$ cat src/hw/sfc_params.svh
// Constants of the serial flash command port.
// Assumes inclusion by bare name from hw/ sources.
`ifndef SFC_PARAMS_SVH
`define SFC_PARAMS_SVH

// =====================================
// Opcodes
`define SFC_OP_READ 8'h03
`define SFC_OP_FAST 8'h0B
`define SFC_OP_DUAL 8'h3B
`define SFC_OP_DIO 8'hBB
`define SFC_OP_ERS_S1 8'h20
`define SFC_OP_ERS_S2 8'hD7
`define SFC_OP_ERS_SEC 8'hD8
`define SFC_OP_ERS_C1 8'h60
`define SFC_OP_ERS_C2 8'hC7
`define SFC_OP_PROG 8'h02
`define SFC_OP_WEN 8'h06
`define SFC_OP_WDIS 8'h04
`define SFC_OP_PDOWN 8'hB9
`define SFC_OP_RDST 8'h05
`define SFC_OP_WRST 8'h01
`define SFC_OP_ID 8'h9F
`define SFC_OP_LEGACY 8'hAB

// =====================================
// Phase lengths in serial clocks
`define SFC_CLK_BYTE 5'h08
`define SFC_CLK_ADDR_X1 5'h18
`define SFC_CLK_ADDR_X2 5'h0C
`define SFC_CLK_DUMMY_FAST 5'h08
`define SFC_CLK_DUMMY_DIO 5'h04
`define SFC_CLK_DUMMY_LEGACY 5'h18

// =====================================
// Identities (values arbitrary) and reset values
`define SFC_ID_STD 24'h5A3C11
`define SFC_ID_LEGACY 8'h4E
`define SFC_ADDR_MAX 19'h7FFFF
`define SFC_RST_WEL 1'h0
`define SFC_RST_PDOWN 1'h0

`endif

$ cat src/hw/sfc_pkg.sv
// Types shared by the serial flash command port.
// Assumes nothing beyond a SystemVerilog compiler.
package sfc_pkg;
  typedef enum logic [6:0] {
    ST_IDLE = 7'h01,
    ST_CMD = 7'h02,
    ST_ADDR = 7'h04,
    ST_DUMMY = 7'h08,
    ST_OUT = 7'h10,
    ST_IN = 7'h20,
    ST_SKIP = 7'h40
  } sfc_state_e;
  typedef enum logic [2:0] {
    K_NONE = 3'h0,
    K_ERASE_SMALL = 3'h1,
    K_ERASE_SECTOR = 3'h2,
    K_ERASE_CHIP = 3'h3,
    K_PROGRAM = 3'h4,
    K_STATUS_WR = 3'h5
  } sfc_kind_e;
  typedef enum logic [1:0] {
    SRC_ARRAY = 2'h0,
    SRC_STATUS = 2'h1,
    SRC_ID = 2'h2,
    SRC_LEGACY = 2'h3
  } sfc_src_e;
endpackage

$ cat src/hw/sfc_sync.sv
// Two-flop synchroniser for pin inputs.
// Assumes asynchronous levels; first stage feeds only the second.
`timescale 1ns/100ps
`default_nettype none
module sfc_sync #(
  parameter int W = 1,
  parameter logic [W-1:0] RST_VAL = '0
) (
  // Clock and reset
  input wire logic clk,
  input wire logic rst_n,
  // Levels
  input wire logic [W-1:0] async_in,
  output logic [W-1:0] sync_out
);
  // RST_VAL must match each pin's idle level, or a false edge follows reset
  logic [W-1:0] meta_reg;
  logic [W-1:0] sync_reg;

  always_ff @(posedge clk)
  begin
    if (!rst_n)
    begin
      meta_reg <= RST_VAL;
      sync_reg <= RST_VAL;
    end
    else
    begin
      meta_reg <= async_in;
      sync_reg <= meta_reg;
    end
  end

  assign sync_out = sync_reg;
endmodule // sfc_sync
`default_nettype wire

$ cat src/hw/sfc_buf.sv
// Shift buffer with valid/ready on both sides; head is slot 0.
// Assumes one clock; in_ready low only when every slot is full.
`timescale 1ns/100ps
`default_nettype none
module sfc_buf #(
  parameter int W = 8,
  parameter int D = 2
) (
  // Clock and reset
  input wire logic clk,
  input wire logic rst_n,
  // Fill side
  input wire logic in_valid,
  output logic in_ready,
  input wire logic [W-1:0] in_data,
  // Drain side
  output logic out_valid,
  input wire logic out_ready,
  output logic [W-1:0] out_data
);
  logic [W-1:0] mem_reg [D];
  logic [D-1:0] occ_reg;
  logic [D-1:0] occ_sh;
  logic [D:0] occ_lo;
  logic pop;
  logic push;

  assign pop = occ_reg[0] & out_ready;
  assign in_ready = ~occ_reg[D-1];
  assign push = in_valid & in_ready;
  assign occ_sh = pop ? (occ_reg >> 1) : occ_reg;
  // Slot below each slot is filled; slot 0 always has room below
  assign occ_lo = {occ_sh, 1'b1};

  always_ff @(posedge clk)
  begin
    if (!rst_n)
      occ_reg <= '0;
    else
      for (int i = 0; i < D; i++)
        occ_reg[i] <= occ_sh[i] | (push & occ_lo[i]);
  end

  always_ff @(posedge clk)
  begin
    for (int i = 0; i < D; i++)
    begin
      if (push && !occ_sh[i] && occ_lo[i])
        mem_reg[i] <= in_data;
      else if (pop && i < D - 1)
        mem_reg[i] <= mem_reg[(i < D - 1) ? i + 1 : i];
    end
  end

  assign out_valid = occ_reg[0];
  assign out_data = mem_reg[0];
endmodule // sfc_buf
`default_nettype wire

$ cat src/hw/sfc_port.sv
// Serial command front end of a serial flash, oversampling the link.
// Assumes CLOCK at least 8x the serial clock; RD_DATA follows RD_ADDR
// within two CLOCK cycles; erase/program engines sit behind CMD_STB.
// Notes on behaviour
// - Bits are taken on serial clock rise
// - Output bits change on serial clock fall
// - Dual modes turn both lines around
// - Active only while select low, else standby
// - Write-protect low enforces status write lock
// - Hold low suspends the serial link
// - Select fall starts eight-bit command framing
// - Clock level at select fall picks mode
// - Plain read: opcode, three address bytes, data
// - Fast read adds one dummy byte
// - Dual read: dummy byte, data on two lines
// - Dual I/O read: two-line address, dummy
// - Sector erase with three address bytes
// - Chip erase on two opcodes, no address
// - Program: address then data bytes
// - Power-down entered and left by opcode
// - Status read returns status byte
// - Status write takes one data byte
// - Five top address bits are ignored
// - Reads auto-increment and wrap at top
// - Output released while deselected
`timescale 1ns/100ps
`default_nettype none
`include "sfc_params.svh"
module sfc_port (
  // Clock and reset
  input wire logic CLOCK,
  input wire logic RST_N,
  // Serial link pins
  input wire logic SERIAL_CLK,
  input wire logic CHIP_SEL_N,
  input wire logic HOLD_N,
  input wire logic WRITE_PROT_N,
  input wire logic DATA_LINE_ZERO_IN,
  output logic DATA_LINE_ZERO_OUT,
  output logic DATA_LINE_ZERO_OE,
  input wire logic DATA_LINE_ONE_IN,
  output logic DATA_LINE_ONE_OUT,
  output logic DATA_LINE_ONE_OE,
  // Array read
  output logic [18:0] RD_ADDR,
  input wire logic [7:0] RD_DATA,
  // Status inputs
  input wire logic [7:0] STATUS_BITS,
  input wire logic BUSY,
  input wire logic STATUS_WRITE_LOCK,
  // Command strobe
  output logic CMD_STB,
  output sfc_pkg::sfc_kind_e CMD_KIND,
  output logic [7:0] STATUS_DATA,
  // Program data
  output logic PROG_VALID,
  input wire logic PROG_READY,
  output logic [7:0] PROGRAM_DATA_BYTE,
  output logic PROG_OVERRUN,
  // State
  output logic WRITE_ENABLED,
  output logic POWER_DOWN,
  output logic SPI_MODE3,
  output logic SELECTED
);
  import sfc_pkg::*;

  // =====================================
  // Pin synchronisers
  logic sck_s, cs_s, hold_s, wp_s, d0_s, d1_s;
  logic sck_d, cs_d, sel_reg;
  // Reset levels are the idle pins: select high, hold and protect high
  sfc_sync #(.W(6), .RST_VAL(6'h1C)) u_sync (
    .clk(CLOCK),
    .rst_n(RST_N),
    .async_in({SERIAL_CLK, CHIP_SEL_N, HOLD_N, WRITE_PROT_N, DATA_LINE_ZERO_IN, DATA_LINE_ONE_IN}),
    .sync_out({sck_s, cs_s, hold_s, wp_s, d0_s, d1_s})
  );

  always_ff @(posedge CLOCK)
  begin
    if (!RST_N)
    begin
      sck_d <= 1'h0;
      cs_d <= 1'h1;
      sel_reg <= 1'h0;
    end
    else
    begin
      sck_d <= sck_s;
      cs_d <= cs_s;
      sel_reg <= ~cs_s;
    end
  end

  logic active, rise, fall, cs_fall, cs_rise;
  assign active = ~cs_s & ~cs_d & hold_s;
  assign rise = active & sck_s & ~sck_d;
  assign fall = active & ~sck_s & sck_d;
  assign cs_fall = ~cs_s & cs_d;
  assign cs_rise = cs_s & ~cs_d;

  // =====================================
  // Framing state
  sfc_state_e state_reg;
  sfc_src_e src_reg;
  logic [4:0] cnt_reg;
  logic [23:0] sh_in_reg;
  logic [7:0] op_reg;
  logic dual_in_reg, dual_out_reg, mode_reg;
  logic [23:0] sh_now;
  logic last, op_done, addr_end, byte_done;
  logic [7:0] opc;

  assign sh_now = dual_in_reg ? {sh_in_reg[21:0], d1_s, d0_s} : {sh_in_reg[22:0], d0_s};
  assign opc = sh_now[7:0];
  assign last = cnt_reg == 5'h01;
  assign op_done = rise && state_reg == ST_CMD && last;
  assign addr_end = rise && state_reg == ST_ADDR && last;
  assign byte_done = rise && state_reg == ST_IN && last;

  logic wel_reg, pdn_reg;

  always_ff @(posedge CLOCK)
  begin
    if (!RST_N)
      mode_reg <= 1'h0;
    else if (cs_fall)
      mode_reg <= sck_s;
  end

  always_ff @(posedge CLOCK)
  begin
    if (!RST_N || cs_s)
    begin
      state_reg <= ST_IDLE;
      cnt_reg <= 5'h00;
      src_reg <= SRC_ARRAY;
      dual_out_reg <= 1'h0;
      dual_in_reg <= 1'h0;
    end
    else if (cs_fall)
    begin
      state_reg <= ST_CMD;
      cnt_reg <= `SFC_CLK_BYTE;
      dual_in_reg <= 1'h0;
    end
    else if (rise)
    begin
      sh_in_reg <= sh_now;
      cnt_reg <= cnt_reg - 5'h01;
      unique case (state_reg)
        ST_CMD:
          if (last)
          begin
            op_reg <= opc;
            src_reg <= SRC_ARRAY;
            dual_out_reg <= opc == `SFC_OP_DUAL || opc == `SFC_OP_DIO;
            state_reg <= ST_SKIP;
            if (!pdn_reg || opc == `SFC_OP_LEGACY)
              unique case (opc)
                `SFC_OP_READ, `SFC_OP_FAST, `SFC_OP_DUAL, `SFC_OP_PROG,
                `SFC_OP_ERS_S1, `SFC_OP_ERS_S2, `SFC_OP_ERS_SEC:
                begin
                  state_reg <= ST_ADDR;
                  cnt_reg <= `SFC_CLK_ADDR_X1;
                end
                `SFC_OP_DIO:
                begin
                  state_reg <= ST_ADDR;
                  cnt_reg <= `SFC_CLK_ADDR_X2;
                  dual_in_reg <= 1'h1;
                end
                `SFC_OP_RDST:
                begin
                  state_reg <= ST_OUT;
                  src_reg <= SRC_STATUS;
                end
                `SFC_OP_ID:
                begin
                  state_reg <= ST_OUT;
                  src_reg <= SRC_ID;
                end
                `SFC_OP_LEGACY:
                begin
                  state_reg <= ST_DUMMY;
                  cnt_reg <= `SFC_CLK_DUMMY_LEGACY;
                  src_reg <= SRC_LEGACY;
                end
                `SFC_OP_WRST:
                begin
                  state_reg <= ST_IN;
                  cnt_reg <= `SFC_CLK_BYTE;
                end
                default:
                  state_reg <= ST_SKIP;
              endcase
          end
        ST_ADDR:
          if (last)
          begin
            dual_in_reg <= 1'h0;
            unique case (op_reg)
              `SFC_OP_READ:
                state_reg <= ST_OUT;
              `SFC_OP_FAST, `SFC_OP_DUAL:
              begin
                state_reg <= ST_DUMMY;
                cnt_reg <= `SFC_CLK_DUMMY_FAST;
              end
              `SFC_OP_DIO:
              begin
                state_reg <= ST_DUMMY;
                cnt_reg <= `SFC_CLK_DUMMY_DIO;
              end
              `SFC_OP_PROG:
              begin
                state_reg <= ST_IN;
                cnt_reg <= `SFC_CLK_BYTE;
              end
              default:
                state_reg <= ST_SKIP;
            endcase
          end
        ST_DUMMY:
          if (last)
            state_reg <= ST_OUT;
        ST_IN:
          if (last)
            cnt_reg <= `SFC_CLK_BYTE;
        ST_OUT, ST_SKIP, ST_IDLE:
          cnt_reg <= cnt_reg;
      endcase
    end
  end

  // =====================================
  // Address counter
  logic [18:0] addr_reg;
  logic [2:0] ocnt_reg;
  logic load, load_array;
  assign load = fall && state_reg == ST_OUT && ocnt_reg == 3'h0;
  assign load_array = load && src_reg == SRC_ARRAY;

  always_ff @(posedge CLOCK)
  begin
    if (!RST_N)
      addr_reg <= 19'h00000;
    else if (addr_end)
      addr_reg <= sh_now[18:0];
    else if (load_array)
      addr_reg <= addr_reg + 19'h00001;
  end

  // =====================================
  // Output shifter
  logic [7:0] sh_out_reg;
  logic [1:0] id_idx_reg;
  logic drv0_reg, drv1_reg, q0_reg, q1_reg;
  logic [7:0] src_byte;

  always_comb
  begin
    unique case (src_reg)
      SRC_ARRAY: src_byte = RD_DATA;
      SRC_STATUS: src_byte = {STATUS_BITS[7:2], wel_reg, BUSY};
      SRC_ID: src_byte = 8'(`SFC_ID_STD >> (5'h10 - {id_idx_reg, 3'h0}));
      SRC_LEGACY: src_byte = `SFC_ID_LEGACY;
    endcase
  end

  // Reads repeat while clocked; the id cycles through its three bytes
  always_ff @(posedge CLOCK)
  begin
    if (!RST_N || cs_s || cs_fall)
    begin
      ocnt_reg <= 3'h0;
      id_idx_reg <= 2'h0;
      drv0_reg <= 1'h0;
      drv1_reg <= 1'h0;
      q0_reg <= 1'h0;
      q1_reg <= 1'h0;
      sh_out_reg <= 8'h00;
    end
    else if (fall && state_reg == ST_OUT)
    begin
      drv1_reg <= 1'h1;
      drv0_reg <= dual_out_reg;
      if (ocnt_reg == 3'h0)
      begin
        id_idx_reg <= (id_idx_reg == 2'h2) ? 2'h0 : id_idx_reg + 2'h1;
        if (dual_out_reg)
        begin
          q0_reg <= src_byte[7];
          q1_reg <= src_byte[6];
          sh_out_reg <= {src_byte[5:0], 2'h0};
          ocnt_reg <= 3'h3;
        end
        else
        begin
          q1_reg <= src_byte[7];
          sh_out_reg <= {src_byte[6:0], 1'h0};
          ocnt_reg <= 3'h7;
        end
      end
      else
      begin
        ocnt_reg <= ocnt_reg - 3'h1;
        if (dual_out_reg)
        begin
          q0_reg <= sh_out_reg[7];
          q1_reg <= sh_out_reg[6];
          sh_out_reg <= {sh_out_reg[5:0], 2'h0};
        end
        else
        begin
          q1_reg <= sh_out_reg[7];
          sh_out_reg <= {sh_out_reg[6:0], 1'h0};
        end
      end
    end
  end

  // Pins float during hold so the host may share the lines
  logic oe0_reg, oe1_reg;
  always_ff @(posedge CLOCK)
  begin
    if (!RST_N)
    begin
      oe0_reg <= 1'h0;
      oe1_reg <= 1'h0;
    end
    else
    begin
      oe0_reg <= drv0_reg & hold_s & ~cs_s;
      oe1_reg <= drv1_reg & hold_s & ~cs_s;
    end
  end

  // =====================================
  // Write control
  sfc_kind_e pend_reg, kind_reg;
  logic stb_reg, prog_reg, ovr_reg;
  logic [7:0] sd_reg;
  logic buf_ready;
  logic sr_ok;
  assign sr_ok = wp_s | ~STATUS_WRITE_LOCK;

  always_ff @(posedge CLOCK)
  begin
    if (!RST_N)
    begin
      wel_reg <= `SFC_RST_WEL;
      pdn_reg <= `SFC_RST_PDOWN;
      pend_reg <= K_NONE;
      kind_reg <= K_NONE;
      stb_reg <= 1'h0;
      prog_reg <= 1'h0;
      sd_reg <= 8'h00;
    end
    else
    begin
      stb_reg <= 1'h0;
      if (cs_s)
        prog_reg <= 1'h0;
      if (op_done && !pdn_reg)
        unique case (opc)
          `SFC_OP_WEN: wel_reg <= 1'h1;
          `SFC_OP_WDIS: wel_reg <= 1'h0;
          `SFC_OP_PDOWN: pdn_reg <= 1'h1;
          `SFC_OP_ERS_C1, `SFC_OP_ERS_C2: pend_reg <= K_ERASE_CHIP;
          default: pend_reg <= K_NONE;
        endcase
      if (op_done && opc == `SFC_OP_LEGACY)
        pdn_reg <= 1'h0;
      if (addr_end)
        unique case (op_reg)
          `SFC_OP_ERS_S1, `SFC_OP_ERS_S2: pend_reg <= K_ERASE_SMALL;
          `SFC_OP_ERS_SEC: pend_reg <= K_ERASE_SECTOR;
          `SFC_OP_PROG:
            if (wel_reg)
            begin
              prog_reg <= 1'h1;
              stb_reg <= 1'h1;
              kind_reg <= K_PROGRAM;
              wel_reg <= 1'h0;
            end
          default: pend_reg <= K_NONE;
        endcase
      // Clocks past the end of an erase frame void it
      if (rise && state_reg == ST_SKIP)
        pend_reg <= K_NONE;
      if (byte_done && op_reg == `SFC_OP_WRST && wel_reg && sr_ok)
      begin
        stb_reg <= 1'h1;
        kind_reg <= K_STATUS_WR;
        sd_reg <= sh_now[7:0];
        wel_reg <= 1'h0;
      end
      if (cs_rise)
      begin
        pend_reg <= K_NONE;
        if (pend_reg != K_NONE && wel_reg)
        begin
          stb_reg <= 1'h1;
          kind_reg <= pend_reg;
          wel_reg <= 1'h0;
        end
      end
    end
  end

  // =====================================
  // Program data buffer
  logic push;
  assign push = byte_done && prog_reg;
  sfc_buf #(.W(8), .D(2)) u_buf (
    .clk(CLOCK),
    .rst_n(RST_N),
    .in_valid(push),
    .in_ready(buf_ready),
    .in_data(sh_now[7:0]),
    .out_valid(PROG_VALID),
    .out_ready(PROG_READY),
    .out_data(PROGRAM_DATA_BYTE)
  );

  // The link cannot stall, so a full buffer can only be reported
  always_ff @(posedge CLOCK)
  begin
    if (!RST_N)
      ovr_reg <= 1'h0;
    else
      ovr_reg <= push & ~buf_ready;
  end

  assign DATA_LINE_ZERO_OUT = q0_reg;
  assign DATA_LINE_ZERO_OE = oe0_reg;
  assign DATA_LINE_ONE_OUT = q1_reg;
  assign DATA_LINE_ONE_OE = oe1_reg;
  assign RD_ADDR = addr_reg;
  assign CMD_STB = stb_reg;
  assign CMD_KIND = kind_reg;
  assign STATUS_DATA = sd_reg;
  assign PROG_OVERRUN = ovr_reg;
  assign WRITE_ENABLED = wel_reg;
  assign POWER_DOWN = pdn_reg;
  assign SPI_MODE3 = mode_reg;
  assign SELECTED = sel_reg;
endmodule // sfc_port
`default_nettype wire

$ cat config.mk
export PLATFORM = sky130hd
export DESIGN_NAME = sfc_port
export DESIGN_NICKNAME = d
export VERILOG_FILES = /design/src/hw/sfc_pkg.sv /design/src/hw/sfc_sync.sv /design/src/hw/sfc_buf.sv /design/src/hw/sfc_port.sv
export VERILOG_INCLUDE_DIRS = /design/src /design/src/hw
export SDC_FILE = /design/constraint.sdc
export NUM_CORES = 1
export LEC_CHECK = 0
export ABC_AREA = 0
export BUFFER_PORTS_ARGS = -buffer_cell sky130_fd_sc_hd__buf_2
export CAP_MARGIN = 15
export CORE_AREA = 2 2 154 118
export DETAILED_ROUTE_END_ITERATION = 6
export DIE_AREA = 0 0 156 120
export PLACE_DENSITY = 0.57
export SLEW_MARGIN = 25
export SYNTH_ARGS = -nofsm -noshare
export SYNTH_HDL_FRONTEND = slang
export SYNTH_SLANG_ARGS = --single-unit
$ cat constraint.sdc
create_clock -name CLOCK -period 3.05 [get_ports CLOCK]
set_input_delay 0.915 -clock CLOCK [delete_from_list [all_inputs] [get_ports CLOCK]]
set_output_delay 0.915 -clock CLOCK [all_outputs]
set_load 0.05 [all_outputs]
## After elaboration in Yosys (flattened, before gate mapping)

Memories as Yosys holds them, arrays and structs flattened.
Index checks and enable logic that the tools add are counted.

| operators by class | value |
|---|---|
| add/subtract/negate cells | 5 |
| equality and inequality tests | 47 |
| shift-type cells | 1 |
| mux-type cells | 81 |
| bitwise operators | 30 |
| reductions and logical operators | 60 |

Operators by type and width:

| kind | count |
|---|---|
| 8-bit == test (second input constant) | 10 |
| 19-bit two-way mux | 3 |
| 7-bit case mux with 3 select lines | 2 |
| 8-bit two-way mux | 5 |
| 1-bit two-way mux | 36 |
| 8-bit by 2-bit == test with 1-bit output (second input constant) | 4 |
| 8-bit by 6-bit == test with 1-bit output (second input constant) | 4 |
| 8-bit case mux with 4 select lines | 1 |
| 3-bit two-way mux | 10 |
| 7-bit two-way mux | 4 |
| 7-bit case mux with 4 select lines | 1 |
| 8-bit by 3-bit == test with 1-bit output (second input constant) | 3 |
| 8-bit OR reduction | 3 |
| 23-bit by 5-bit right shift with 8-bit output (first input constant) | 1 |
| 1-bit logical AND | 20 |
| 5-bit two-way mux | 4 |
| 5-bit case mux with 4 select lines | 1 |
| 19-bit by 1-bit adder with 19-bit output (second input constant) | 1 |
| 1-bit AND | 16 |
| 8-bit by 1-bit == test with 1-bit output (second input constant) | 2 |
| 8-bit by 4-bit == test with 1-bit output (second input constant) | 2 |
| 5-bit case mux with 3 select lines | 1 |
| 5-bit AND reduction | 3 |
| 3-bit OR reduction | 5 |
| 39 further kinds | 82 |

| word-level totals | value |
|---|---|
| register bits after elaboration | 117 |
| bits in writable memories | 16 |
| input bits | 27 |
| output and inout port bits | 49 |
| word-level logic and storage cells | 259 |
| memories kept | 1 |

Memory list:

| name | words | width | rd ports | clocked after Yosys merged registers in | wr ports | RTL line | source |
|---|---|---|---|---|---|---|---|
| u_buf.mem_reg | 2 | 8 | 2 | 0 | 1 | sfc_buf.sv:21 | `logic [W-1:0] mem_reg [D];` |

## Logic depth before layout (Yosys ltp)

| depth | value |
|---|---|
| depth in word-level cells | 15 |
| depth in mapped cells | 9 |
| gate-level depth less buffers | 8 |

## Hierarchy

Synthesis repeated with hierarchy kept, for this count alone.

| second synthesis, totals | value |
|---|---|
| cell total of the unflattened synthesis | 725 |
| area, all modules | 6731.5 um^2 |

Modules (own cells, without submodules):

| module | instances | cells each | area each (um^2) | seq. area each (um^2) |
|---|---|---|---|---|
| sfc_port | 1 | 654 | 5666.7 | 2302.2 |
| sfc_buf | 1 | 46 | 742.0 | 520.5 |
| sfc_sync | 1 | 25 | 322.8 | 240.2 |

## Worst setup path after synthesis

Ideal clock, no wire load.

| timing path | value |
|---|---|
| path type | in2reg |
| from | in RST_N |
| to | reg sh_in_reg[0], enable pin |
| library setup time | 0.394 ns |
| arrival | 2.250 ns |
| required time | 2.656 ns |
| path slack | 0.407 ns |
| cell stages on the path | 4 |
| path buffers | 1 |
| cell sequence | inv_1 or3_1 clkbuf_1 nor2_1 |

| between the ends | value |
|---|---|
| longest elaborated chain between the ends | 4 |

RTL lines:

| element | RTL line | source |
|---|---|---|
| from (decl) | sfc_port.sv:32 | `input wire logic RST_N,` |
| 1-bit logical NOT | -- |  |
| 1-bit logical OR | sfc_port.sv:134 | `if (!RST_N \|\| cs_s)` |
| 1-bit inverter (no line) | -- |  |
| 3-bit AND reduction (no line) | -- |  |
| to (signal assigned) | sfc_port.sv:150 | `sh_in_reg <= sh_now;` |
| to (decl) | sfc_port.sv:108 | `logic [23:0] sh_in_reg;` |

Every way passes these cells.
A chain may end at the register's enable or synchronous reset.

## Worst setup path after layout

| timing path | value |
|---|---|
| from | reg dual_in_reg |
| to | reg cnt_reg[4] |

| between the ends | value |
|---|---|
| longest elaborated chain between the ends | 7 |
| elaborated cells between the ends (all ways) | 17 |
| classes of those cells | eq/ne: 10; mux: 5; reduce/logical: 2 |

RTL lines:

| element | RTL line | source |
|---|---|---|
| from (decl) | sfc_port.sv:110 | `logic dual_in_reg, dual_out_reg, mode_reg;` |
| from (signal assigned) | sfc_port.sv:140 | `dual_in_reg <= 1'h0;` |
| from (signal assigned) | sfc_port.sv:146 | `dual_in_reg <= 1'h0;` |
| from (signal assigned) | sfc_port.sv:172 | `dual_in_reg <= 1'h1;` |
| 19-bit two-way mux (*) | sfc_port.sv:115 | `assign sh_now = dual_in_reg ? {sh_in_reg[21:0], d1_s, d0_s} : {sh_in_reg[22:0], d0_s};` |
| 8-bit by 6-bit == test with 1-bit output, or another cell as far along | sfc_port.sv:161 | `unique case (opc)` |
| 8-bit OR reduction (no line) | -- |  |
| 5-bit case mux with 3 select lines | sfc_port.sv:161 |  |
| 5-bit two-way mux (*) | sfc_port.sv:160 | `` if (!pdn_reg \|\| opc == `SFC_OP_LEGACY) `` |
| 5-bit two-way mux (*) | sfc_port.sv:154 | `if (last)` |
| 5-bit case mux with 4 select lines (*) | sfc_port.sv:152 | `unique case (state_reg)` |
| to (signal assigned) | sfc_port.sv:151 | `cnt_reg <= cnt_reg - 5'h01;` |
| to (signal assigned) | sfc_port.sv:166 | `` cnt_reg <= `SFC_CLK_ADDR_X1; `` |
| to (signal assigned) | sfc_port.sv:171 | `` cnt_reg <= `SFC_CLK_ADDR_X2; `` |
| to (decl) | sfc_port.sv:107 | `logic [4:0] cnt_reg;` |

Every way passes the cells marked *; elsewhere a longest branch is shown, timed or not.

==> results_dict.tcl <==
set metrics [dict create \
    status "finished, final reports clean" \
    postCtsSetupRepairBufs 0 \
    p_leak_nw 2.98 \
    cts-htree-levels 4 \
    cap_violations 0 \
    multiInputGateArea_um2 3380 \
    worst_skew_pair.late_latency_ns 0.43 \
    fillers 1583 \
    max_slew_margin 0.445 \
    placed_cells_incl_taps 1007 \
    synth_top_area_share 0.265 \
    rows 42 \
    worst-path-max-fanout 25 \
    synthTopCellsByArea "dfxtp_1 (26%), edfxtp_1 (19%), nor2_1 (3.8%)" \
    worst_pin_slew_ns 0.832 \
    gp_congestion 0.922 \
    synthAdderAreaFrac 0.00920 \
    fin_crit_sh 0.886 \
    dp_hpwl_mm 13.8 \
    whs_path_depth 1 \
    switching_share 0.211 \
    endpoint_kind "flop" \
    cellPowerDensity_nw_per_um2 488 \
    synth_compound_area_frac 0.165 \
    period_minus_slack_ns 2.70 \
    cts_resized 0 \
    p_clk_frac 0.515 \
    synthSimpleGateAreaFrac 0.248 \
    postPlaceCellArea_um2 7410 \
    ir_drop_uv 344 \
    wl_per_cell_um 18.1 \
    synth.most_common_cell "dfxtp_1" \
    synth-edff-count 42 \
    comb_power_share 0.019 \
    mappedNetlistArea_um2 6800 \
    rsz0062_at_grt "no" \
    synthesis.nets 765 \
    fin_setup_tns_ns 0 \
    ant_nets 0 \
    synth_top_area_cell "dfxtp_1" \
    criticalPathCategory "flop to flop" \
    hold_viol 0 \
    ys_types 83 \
    io_pins 76 \
    utilization 0.463 \
    yosys-top-cells-count "dfxtp_1 (90), nor2_1 (68), nand2_1 (58)" \
    cts_buffers 17 \
    fmax_mhz 370 \
    ys_ff_latch 132 \
    synth-main-ff-cell "dfxtp_1" \
    grt_overflow_total 0 \
    drv_slew 0 \
    wirelength_mm 18.8 \
    portBuffers 73 \
    synth-seq-area-share 0.450 \
    regArea_um2 3060 \
    min_from "u_sync.meta_reg[2]$_SDFF_PN1_" \
    fp.dieW_um 156 \
    fin_ws_ns 0.347 \
    synth_top_family_by_area "simple AND/OR/NAND/NOR gates" \
    viasPerCell 5.69 \
    fin_hold_ws_ns 0.410 \
    vias 5922 \
    clockBufferDepth 2 \
    synth.mux.area_fraction 0.0543 \
    startpoint_type "flop" \
    finish.instance_area_um2 8010 \
    place_ws_ns 0.421 \
    antenna_found_initial 1 \
    cts_root_buf "clkbuf_16" \
    grtUsageTotal 0.207 \
    total_power_mw 3.91 \
    final_nets 838 \
    cts_hold_buf 0 \
    worstPathArrival_ns 3.05 \
    rr_startpoint "dual_in_reg$_SDFFE_PP0P_" \
    firstDrtPassIters 6 \
    cts_tree "done" \
    fp.coreArea_um2 17300 \
    r2r_setup_slack_ns 0.35 \
    required_ns 3.39 \
    syn_area_per_cell_um2 9.28 \
    finalSetupViolCount 0 \
    cts_sinks 132 \
    grt_start_max_net_pins 31 \
    grt_pass1_wl_mm 29.8 \
    whs_endpoint "u_sync.sync_out[2]$_SDFF_PN1_" \
    fin_skew_ns 0.0195 \
    instances_no_fill 1040 \
    reg2reg_to "cnt_reg[4]$_SDFFE_PP0P_" \
    drc 0 \
    grt_pass1_vias 5564 \
    synthXorXnorAreaFrac 0.0206 \
    r2r_cells 7 \
    p_seq_frac 0.466 \
    drtIter0Drc 593 \
    syn2layout_area_growth_pct 17.7 \
    netSwitchingPower_mw 0.826 \
    largest_reg_flops 19 \
    syn_inst 733 \
    ys_async_sr_fraction 0 \
    die_y_um 120 \
    intPower_mw 3.08 \
    drive_above_1_share 0.215 \
    initial_utilization 0.393 \
    yosys_warnings 0 \
    path_clk_slew_ns 0.06 \
    dieArea_um2 18700 \
    min_path_type "flop to flop" \
]
==> worst max path at each step <==
stage | from | slack, ns | end
2_1_floorplan | RST_N | 0.41 | sh_in_reg[0]$_DFFE_PP_
3_3_place_gp | dual_in_reg$_SDFFE_PP0P_ | 0.48 | cnt_reg[4]$_SDFFE_PP0P_
3_5_place_dp | dual_in_reg$_SDFFE_PP0P_ | 0.42 | state_reg[6]$_SDFFE_PP0P_
4_1_cts | dual_in_reg$_SDFFE_PP0P_ | 0.41 | cnt_reg[4]$_SDFFE_PP0P_
5_1_grt | dual_in_reg$_SDFFE_PP0P_ | 0.16 | cnt_reg[4]$_SDFFE_PP0P_
6_report | dual_in_reg$_SDFFE_PP0P_ | 0.35 | cnt_reg[4]$_SDFFE_PP0P_
==> cell type report <==
class	count	area share
flip-flops and latches	132	0.383
multi-input cells	527	0.422
diodes	1	0.000313
clock buffers	23	0.0624
well taps	220	0.0344
inverters	23	0.0108
repair buffers	105	0.0756
clock inverters	9	0.0114
==> cell usage in the layout (no fill, tap or decap), types with 10 or more instances in the layout <==
| master | synthesis | final |
|---|---|---|
| dfxtp_1 | 90 | 90 |
| buf_2 | 10 | 73 |
| nor2_1 | 68 | 68 |
| nand2_1 | 58 | 58 |
| a21oi_1 | 47 | 47 |
| edfxtp_1 | 42 | 42 |
| o21ai_0 | 35 | 35 |
| buf_4 | 12 | 32 |
| nand3_1 | 28 | 28 |
| inv_1 | 23 | 23 |
| nand2b_1 | 20 | 20 |
| mux2_2 | 20 | 20 |
| clkbuf_16 | 0 | 18 |
| nor3_1 | 16 | 16 |
| nand4_1 | 14 | 14 |
| a31oi_1 | 14 | 14 |
| mux2i_1 | 13 | 13 |
| and3_1 | 13 | 13 |
| xor2_1 | 12 | 12 |
| a211oi_1 | 10 | 10 |
==> layer usage <==
layer | global-route usage | part of all wire | vias to the layer above
li1 | - | - | 2861
met1 | 0.297 | 0.49 | 2833
met2 | 0.301 | 0.43 | 208
met3 | 0.0527 | 0.064 | 20
met4 | 0.0722 | 0.013 | 0
met5 | 0 | 0 | -
==> worst max-delay path, cell delays in order (launching register included) <==
cell and delay (ns):
dfxtp_1 0.86, buf_4 0.28, nand2b_1 0.21, a211oi_1 0.10, o31ai_1 0.30, nand4_1 0.26, o2111a_1 0.35, o32ai_1 0.26
==> logic make-up after synthesis <==
logic type	Yosys count
AO/OA/AOI/OAI	170
buffers and inverters	74
adder cells (fa/ha/maj)	5
AND/OR/NAND/NOR	302
flip-flops	132
multiplexers	34
XOR/XNOR	16
==> power groups by stage <==
stage	Clock, mW	Sequential (mW)	Combinational [mW]
floorplan	0	1.86	0.0427
global placement	0	1.86	0.0751
detailed placement	0	1.86	0.0758
CTS	2.06	1.82	0.0761
global route	2.12	1.82	0.0835
finish	2.01	1.82	0.0758
Note: power is estimated with default switching activity, not from simulation.
